File: src/hdl/qgp_pkg.sv
// Package of register addresses, reset values and access carriers for the quad GPIO ports.
package qgp_pkg;

  // ----------------------------------------------------------------
  // Special function register addresses
  // ----------------------------------------------------------------
  localparam logic [7:0] ADDR_PORT_ZERO_DATA      = 8'h80;
  localparam logic [7:0] ADDR_PORT_ONE_DATA       = 8'h90;
  localparam logic [7:0] ADDR_PORT_TWO_DATA       = 8'hA0;
  localparam logic [7:0] ADDR_PORT_THREE_DATA     = 8'hB0;
  localparam logic [7:0] ADDR_PORT_ZERO_PULLDOWN  = 8'hE3;
  localparam logic [7:0] ADDR_PORT_ONE_PULLDOWN   = 8'hE4;
  localparam logic [7:0] ADDR_PORT_TWO_PULLDOWN   = 8'hE5;
  localparam logic [7:0] ADDR_PORT_THREE_PULLDOWN = 8'hE6;

  // ----------------------------------------------------------------
  // Reset values and sizes
  // ----------------------------------------------------------------
  localparam int         NUM_PORTS      = 4;
  localparam int         PORT_W         = 8;
  localparam logic [7:0] DATA_RESET     = 8'hFF;
  localparam logic [7:0] PULLDOWN_RESET = 8'h00;
  localparam logic [7:0] READ_IDLE      = 8'h00;

  // ----------------------------------------------------------------
  // Register access from the core
  // ----------------------------------------------------------------
  typedef struct packed {
    logic       wr;
    logic       rd;
    logic       rmw;
    logic [7:0] addr;
    logic [7:0] wdata;
  } qgp_reg_req_t;

  typedef struct packed {
    logic       hit;
    logic [7:0] rdata;
  } qgp_reg_rsp_t;

endpackage

File: src/hdl/qgp_sync.sv
// Two-flop synchroniser for a bus of pin levels.
`timescale 1ns/1ps
`default_nettype none
module qgp_sync #(
  parameter int W = 8
) (
  input  wire logic         clk,
  input  wire logic         rst_b,
  input  wire logic [W-1:0] async_in,
  output var  logic [W-1:0] sync_out
);

  logic [W-1:0] meta_q;

  // ----------------------------------------------------------------
  // Synchroniser stages
  // ----------------------------------------------------------------
  // Reset to all ones matches an undriven port held at its idle high level.
  always_ff @(posedge clk or negedge rst_b) begin
    if (!rst_b) begin
      meta_q   <= '1;
      sync_out <= '1;
    end else begin
      meta_q   <= async_in;
      sync_out <= meta_q;
    end
  end

endmodule
`default_nettype wire

File: src/hdl/qgp_top.sv
// Four 8-bit general purpose I/O ports with data and pull-down registers.
// Operation
// Four port data registers, reset all ones
// Read returns data register or pin levels
// Read-modify-write reads come from data register
// Bit writes keep other bits from register
// Other reads return synchronised pin levels
// Every pin usable as input or output
// Pull-down enables for ports zero, one
// Pull-down enables for ports two, three
// Writes update register next edge, drive follows
`timescale 1ns/1ps
`default_nettype none
module qgp_top #(
  parameter int PORT_W = qgp_pkg::PORT_W
) (
  input  wire logic                        CORE_CLK,
  input  wire logic                        RST_B,
  input  wire qgp_pkg::qgp_reg_req_t       REG_REQ,
  output var  qgp_pkg::qgp_reg_rsp_t       REG_RSP,
  input  wire logic [PORT_W-1:0]           PORT_ZERO_IN,
  input  wire logic [PORT_W-1:0]           PORT_ONE_IN,
  input  wire logic [PORT_W-1:0]           PORT_TWO_IN,
  input  wire logic [PORT_W-1:0]           PORT_THREE_IN,
  output var  logic [PORT_W-1:0]           PORT_ZERO_OUT,
  output var  logic [PORT_W-1:0]           PORT_ONE_OUT,
  output var  logic [PORT_W-1:0]           PORT_TWO_OUT,
  output var  logic [PORT_W-1:0]           PORT_THREE_OUT,
  output var  logic [PORT_W-1:0]           PORT_ZERO_OE,
  output var  logic [PORT_W-1:0]           PORT_ONE_OE,
  output var  logic [PORT_W-1:0]           PORT_TWO_OE,
  output var  logic [PORT_W-1:0]           PORT_THREE_OE,
  output var  logic [PORT_W-1:0]           PORT_ZERO_PULLDOWN_EN,
  output var  logic [PORT_W-1:0]           PORT_ONE_PULLDOWN_EN,
  output var  logic [PORT_W-1:0]           PORT_TWO_PULLDOWN_EN,
  output var  logic [PORT_W-1:0]           PORT_THREE_PULLDOWN_EN
);

  localparam int NP = qgp_pkg::NUM_PORTS;

  logic [PORT_W-1:0] data_q     [NP];
  logic [PORT_W-1:0] pulldown_q [NP];
  logic [PORT_W-1:0] pin_raw    [NP];
  logic [PORT_W-1:0] pin_sync   [NP];
  // Decoded target of the current request; NP when the address misses.
  int                data_idx;
  int                pulldown_idx;
  logic              data_sel;
  logic              pulldown_sel;
  logic [NP-1:0]     data_wr;
  logic [NP-1:0]     pulldown_wr;
  logic [PORT_W-1:0] rdata_d;
  logic              hit_d;
  logic [PORT_W-1:0] rdata_q;
  logic              hit_q;

  // ----------------------------------------------------------------
  // Address decode helpers
  // ----------------------------------------------------------------
  // Returns the port index of a data register address, or NP when none.
  function automatic int data_index(input logic [7:0] a);
    int idx;
    idx = NP;
    if (a == qgp_pkg::ADDR_PORT_ZERO_DATA) begin
      idx = 0;
    end else if (a == qgp_pkg::ADDR_PORT_ONE_DATA) begin
      idx = 1;
    end else if (a == qgp_pkg::ADDR_PORT_TWO_DATA) begin
      idx = 2;
    end else if (a == qgp_pkg::ADDR_PORT_THREE_DATA) begin
      idx = 3;
    end
    return idx;
  endfunction

  // Returns the port index of a pull-down register address, or NP when none.
  function automatic int pulldown_index(input logic [7:0] a);
    int idx;
    idx = NP;
    if (a == qgp_pkg::ADDR_PORT_ZERO_PULLDOWN) begin
      idx = 0;
    end else if (a == qgp_pkg::ADDR_PORT_ONE_PULLDOWN) begin
      idx = 1;
    end else if (a == qgp_pkg::ADDR_PORT_TWO_PULLDOWN) begin
      idx = 2;
    end else if (a == qgp_pkg::ADDR_PORT_THREE_PULLDOWN) begin
      idx = 3;
    end
    return idx;
  endfunction

  // ----------------------------------------------------------------
  // Pin synchronisers
  // ----------------------------------------------------------------
  assign pin_raw[0] = PORT_ZERO_IN;
  assign pin_raw[1] = PORT_ONE_IN;
  assign pin_raw[2] = PORT_TWO_IN;
  assign pin_raw[3] = PORT_THREE_IN;

  // Pin levels reach the read mux two edges after they settle.
  for (genvar g = 0; g < NP; g++) begin : g_sync
    qgp_sync #(
      .W (PORT_W)
    ) u_sync (
      .clk      (CORE_CLK),
      .rst_b    (RST_B),
      .async_in (pin_raw[g]),
      .sync_out (pin_sync[g])
    );
  end

  // ----------------------------------------------------------------
  // Request decode
  // ----------------------------------------------------------------
  // The address is decoded once per cycle and shared by the write strobes and
  // the read mux, so both paths always agree on the target register.
  always_comb begin
    data_idx     = data_index(REG_REQ.addr);
    pulldown_idx = pulldown_index(REG_REQ.addr);
    data_sel     = data_idx < NP;
    pulldown_sel = pulldown_idx < NP;
  end

  // An unmapped address raises no strobe, so its write is dropped.
  always_comb begin
    for (int i = 0; i < NP; i++) begin
      data_wr[i]     = REG_REQ.wr && data_sel && data_idx == i;
      pulldown_wr[i] = REG_REQ.wr && pulldown_sel && pulldown_idx == i;
    end
  end

  // ----------------------------------------------------------------
  // Data registers
  // ----------------------------------------------------------------
  // The core presents the full modified byte on a write; for bit instructions it
  // built that byte from the register value returned on the preceding rmw read.
  always_ff @(posedge CORE_CLK or negedge RST_B) begin
    if (!RST_B) begin
      for (int i = 0; i < NP; i++) begin
        data_q[i] <= qgp_pkg::DATA_RESET[PORT_W-1:0];
      end
    end else begin
      for (int i = 0; i < NP; i++) begin
        if (data_wr[i]) begin
          data_q[i] <= REG_REQ.wdata[PORT_W-1:0];
        end
      end
    end
  end

  // ----------------------------------------------------------------
  // Pull-down registers
  // ----------------------------------------------------------------
  // Pull-down enables come out of reset cleared, leaving every pin floating.
  always_ff @(posedge CORE_CLK or negedge RST_B) begin
    if (!RST_B) begin
      for (int i = 0; i < NP; i++) begin
        pulldown_q[i] <= qgp_pkg::PULLDOWN_RESET[PORT_W-1:0];
      end
    end else begin
      for (int i = 0; i < NP; i++) begin
        if (pulldown_wr[i]) begin
          pulldown_q[i] <= REG_REQ.wdata[PORT_W-1:0];
        end
      end
    end
  end

  // ----------------------------------------------------------------
  // Read path
  // ----------------------------------------------------------------
  // Bit instructions read with the rmw class, so the bits they keep come from the register.
  always_comb begin
    rdata_d = qgp_pkg::READ_IDLE[PORT_W-1:0];
    hit_d   = 1'b0;
    if (REG_REQ.rd && data_sel) begin
      hit_d = 1'b1;
      if (REG_REQ.rmw) begin
        rdata_d = data_q[data_idx];
      end else begin
        rdata_d = pin_sync[data_idx];
      end
    end else if (REG_REQ.rd && pulldown_sel) begin
      hit_d   = 1'b1;
      rdata_d = pulldown_q[pulldown_idx];
    end
  end

  always_ff @(posedge CORE_CLK or negedge RST_B) begin
    if (!RST_B) begin
      rdata_q <= qgp_pkg::READ_IDLE[PORT_W-1:0];
      hit_q   <= 1'b0;
    end else begin
      rdata_q <= rdata_d;
      hit_q   <= hit_d;
    end
  end

  // The response is registered, so a read is answered one edge after it is taken.
  assign REG_RSP = '{hit: hit_q, rdata: 8'(rdata_q)};

  // ----------------------------------------------------------------
  // Pin drive
  // ----------------------------------------------------------------
  // Quasi-bidirectional: a zero is driven low, a one releases the pin so that
  // it can serve as an input read through the pin path.
  assign PORT_ZERO_OUT  = data_q[0];
  assign PORT_ONE_OUT   = data_q[1];
  assign PORT_TWO_OUT   = data_q[2];
  assign PORT_THREE_OUT = data_q[3];
  assign PORT_ZERO_OE   = ~data_q[0];
  assign PORT_ONE_OE    = ~data_q[1];
  assign PORT_TWO_OE    = ~data_q[2];
  assign PORT_THREE_OE  = ~data_q[3];

  // Pull-down enables go straight to the pads; a pin driven low wins over them.
  assign PORT_ZERO_PULLDOWN_EN  = pulldown_q[0];
  assign PORT_ONE_PULLDOWN_EN   = pulldown_q[1];
  assign PORT_TWO_PULLDOWN_EN   = pulldown_q[2];
  assign PORT_THREE_PULLDOWN_EN = pulldown_q[3];

endmodule
`default_nettype wire

File: config.mk
export PLATFORM = sky130hd
export DESIGN_NAME = qgp_top
export DESIGN_NICKNAME = d
export VERILOG_FILES = /design/src/hdl/qgp_pkg.sv /design/src/hdl/qgp_sync.sv /design/src/hdl/qgp_top.sv
export SDC_FILE = /design/constraint.sdc
export NUM_CORES = 1
export LEC_CHECK = 0
export BUFFER_PORTS_ARGS = -buffer_cell sky130_fd_sc_hd__buf_2
export CORE_MARGIN = 1
export CORE_UTILIZATION = 55
export CTS_BUF_LIST = sky130_fd_sc_hd__clkbuf_16
export CTS_CLUSTER_SIZE = 40
export DETAILED_ROUTE_END_ITERATION = 12
export PLACE_DENSITY_LB_ADDON = 0.15
export SLEW_MARGIN = 15
export SYNTH_ARGS = -nofsm -noshare
export SYNTH_HDL_FRONTEND = slang
export SYNTH_HIERARCHICAL = 1
export SYNTH_SLANG_ARGS = --single-unit
File: constraint.sdc
create_clock -name CORE_CLK -period 2.95 [get_ports CORE_CLK]
set_input_delay 0.295 -clock CORE_CLK [delete_from_list [all_inputs] [get_ports CORE_CLK]]
set_output_delay 0.295 -clock CORE_CLK [all_outputs]
set_load 0.02 [all_outputs]
==> out/qor.tcl <==
set qor(outcome) {finished, final reports clean}
set qor(layout-drive-gt1-share_pct) 58.8
set qor(floorplan.initialDensity_pct) 56.4
set qor(ys_seq_area_share_pct) 61.5
set qor(synth_cells) 441
set qor(clock_buffer_count_from_cts) 17
set qor(chipHeight_um) 104
set qor(power.static_leakage_nw) 3.49
set qor(setup-violations-final) 0
set qor(initialDrtViolationCount) 307
set qor(worstSetupStartpointType) {primary input}
set qor(area_growth_syn_to_layout_pct) 31.0
set qor(finalWorstSetupSlack_ns) 0.861
set qor(detailedPlace.worstSlack_ns) 0.420
set qor(fmax_ghz) 0.479
set qor(final_max_slew_viol_count) 0
set qor(fin_setup_tns_ns) 0
set qor(path_max_fanout) 32
set qor(maximum_capacitance_violations) 0
set qor(max-slew-margin-rel_pct) 51.8
set qor(floorplan.io_pins) 158
set qor(tightestPinTransition_ns) 0.714
set qor(num_antenna_cells) 0
set qor(layout_commonest_cell) {sky130_fd_sc_hd__buf_2}
set qor(final_global_route_overflow_total) 0
set qor(dpl.hpwl_mm) 9.31
set qor(path_buf_inv) 1
set qor(port_buffers) 157
set qor(ir_drop_uv) 388
set qor(syn_area_um2) 5770
set qor(cts.path.max_buffers) 2
set qor(tritoncts_sink_count) 137
set qor(drc) 0
set qor(num_vias) 4367
set qor(cts-root-buf) {sky130_fd_sc_hd__clkbuf_16}
set qor(netlist_top_cells_area) {sky130_fd_sc_hd__dfstp_2 (44%), sky130_fd_sc_hd__dfrtp_1 (18%), sky130_fd_sc_hd__mux2_2 (14%)}
set qor(hold_viol) 0
set qor(syn_avg_cell_area_um2) 13.1
set qor(net_count_after_synthesis) 494
set qor(critical_path.cell_chain) {buf_2 > nor4_4 > and2_2 > and3_1 > o311ai_0 > o21ai_0}
set qor(period_needed_ns) 2.09
set qor(clock_tree.htree_level_count) 4
set qor(grt_max_degree) 73
set qor(ff_to_ff_setup_slack_ns) 1.40
set qor(final_core_utilization_pct) 73.9
set qor(worstSetupPathType) {in -> reg}
set qor(worst-endpoint-arrival_ns) 2.34
set qor(slowest_stage) {sky130_fd_sc_hd__o311ai_0}
set qor(final_routed_wirelength_across_all_metal_layers_mm) 14.2
set qor(worstHoldPathType) {in -> reg}
set qor(wl_per_cell_um) 18.3
set qor(dr.pass1.iters) 5
set qor(ys_types) 42
set qor(holdBufCountCts) 33
set qor(number_of_antenna_violations_at_the_first_check_in_global_routing) 0
set qor(cell_type_contributing_the_most_total_cell_area_after_synthesis) {sky130_fd_sc_hd__dfstp_2}
set qor(timing.critical_path.slowest_cell_delay_ns) 0.59
set qor(cpLargestDelayFamily) {compound AO/OA/AOI/OAI gates}
set qor(post_drt_via_cell_ratio) 5.63
set qor(synth.yosys.warnings) 6
set qor(die_wd_um) 104
set qor(first_global_vias) 4195
set qor(grt_setup_unrepaired) {no}
set qor(postSynthRegisterBits) 137
set qor(clkTransAtPathRegs_ns) 0.06
set qor(fillerInstances) 692
set qor(place_congestion) 0.901
set qor(netlist.area_leader.share_pct) 43.7
set qor(clock_insertion_delay_worst_skew_ns) 0.42
set qor(die_area_um2) 10900
set qor(post-cts-setup-buffer-count) 0
set qor(cp_endpoint_kind) {register}
set qor(core_area_um2) 10200
set qor(detail-route-antenna-nets) 0
set qor(postCtsResizedCells) 0
set qor(total_global_routing_track_utilization_pct) 27.2
set qor(finalCritPeriodShare_pct) 70.8
set qor(cts_tree) {yes}
set qor(grt_first_pass_wirelength_mm) 22.5
set qor(power.density_cell_area_nw_per_um2) 605
set qor(worst-endpoint-required_ns) 3.20
set qor(num-nets-final) 679
set qor(layout_common_cells) {sky130_fd_sc_hd__buf_2 (156), sky130_fd_sc_hd__dfstp_2 (96), sky130_fd_sc_hd__mux2_2 (72)}
set qor(final.setup_skew_ns) 0.00773
set qor(rows) 37
## metrics by stage
step | hold slack [ns] | area (µm²) | cells | total power, W
after global routing | 0.231 | 7560 | 775 | 0.00472
after floorplan | -0.000591 | 5770 | 441 | 0.00228
after global placement | 0.280 | 6640 | 710 | 0.00245
after CTS | 0.206 | 7560 | 775 | 0.00459
after detailed placement | 0.285 | 6640 | 710 | 0.00247
final | 0.213 | 7560 | 775 | 0.00457
## cell usage after synthesis (all sizes together)
| master | instances |
|---|---|
| dfstp | 96 |
| a22o | 3 |
| o311a | 3 |
| o31ai | 5 |
| a21oi | 12 |
| o21ai | 8 |
| nand4 | 14 |
| o22ai | 11 |
| nand2 | 17 |
| a211o | 5 |
| o2111a | 1 |
| o311ai | 5 |
| buf | 18 |
| dfrtp | 41 |
| a31oi | 8 |
| and3 | 9 |
| a31o | 4 |
| nand3 | 16 |
| nor4 | 1 |
| clkbuf | 12 |
| nand4b | 2 |
| xnor2 | 1 |
| and4bb | 1 |
| nand2b | 14 |
| nor2 | 5 |
| nor2b | 8 |
| mux2 | 72 |
| nor4b | 1 |
| nor3 | 4 |
| and2 | 1 |
| and4b | 2 |
| inv | 33 |
| nor3b | 1 |
| o2111ai | 7 |
## cell families (layout without fill, tap and decap cells)
group	count (synthesis)	after routing	share of synthesized area [%]
DFF	137	137	61.5
muxes	72	72	14.1
and+or+nand+nor	96	96	10.8
xor gates and xnor gates	1	1	0.152
buffers and inverters	63	261	4.73
AOI/OAI and AO/OA	72	72	8.81
## worst min-delay path, cell delays in order
cell and delay, ns:
sky130_fd_sc_hd__buf_2 0.17, sky130_fd_sc_hd__nand2_1 0.08, sky130_fd_sc_hd__nand2_1 0.04
## where the power goes
group / switching [W] / internal [W] / leakage [nW]
Clock: 0.000840 / 0.00126 / 0.291
Combinational: 0.000243 / 0.000163 / 1.63
Sequential: 0.0000537 / 0.00201 / 1.57
Total: 0.00114 / 0.00344 / 3.49
## final cells by class
class                   count  area, µm²  area share [%]
repair buffers            196       1180            15.6
well taps                 136        170            2.25
clock inverters            15        164            2.17
clock buffers              17        425            5.63
inverters                  33        124            1.64
flip-flops and latches    137       3550            47.0
multi-input cells         241       1950            25.8
## sequential cells by signal, indices dropped and copies added, names as in the netlist
register	flops
PORT_TWO_PULLDOWN_EN	8
PORT_TWO_OUT	8
PORT_ZERO_OUT	8
PORT_ONE_OUT	8
hit_q	1
PORT_THREE_OUT	8
g_sync.u_sync/sync_out	32
PORT_THREE_PULLDOWN_EN	8
PORT_ONE_PULLDOWN_EN	8
rdata_q	8
PORT_ZERO_PULLDOWN_EN	8
g_sync.u_sync/meta_q	32
## per-layer routing
metal  track usage (%)  routed length (µm)  vias to the layer above
met1              34.4                5660                     2215
met4              9.69                 208                        0
li1                  -                   -                     1949
met3              5.51                 782                       20
met5                 0                   0                        -
met2              46.4                7550                      183
## path summary, 6_finish.rpt
check,to,start,cells past startpoint
worst max-delay path,rdata_q[0]$_DFF_PN0_,REG_REQ[8],6
worst min-delay path,hit_q$_DFF_PN0_,REG_REQ[17],3
worst max register to register,rdata_q[0]$_DFF_PN0_,g_sync[2].u_sync/sync_out[0]$_DFF_PN1_,3
worst min register to register,g_sync[3].u_sync/sync_out[4]$_DFF_PN1_,g_sync[3].u_sync/meta_q[4]$_DFF_PN1_,0
max in group asynchronous,PORT_TWO_OUT[5]$_DFFE_PN1P_,RST_B,3
min in group asynchronous,PORT_TWO_PULLDOWN_EN[4]$_DFFE_PN0P_,RST_B,2
No activity file was read; power rests on OpenSTA's default activity.
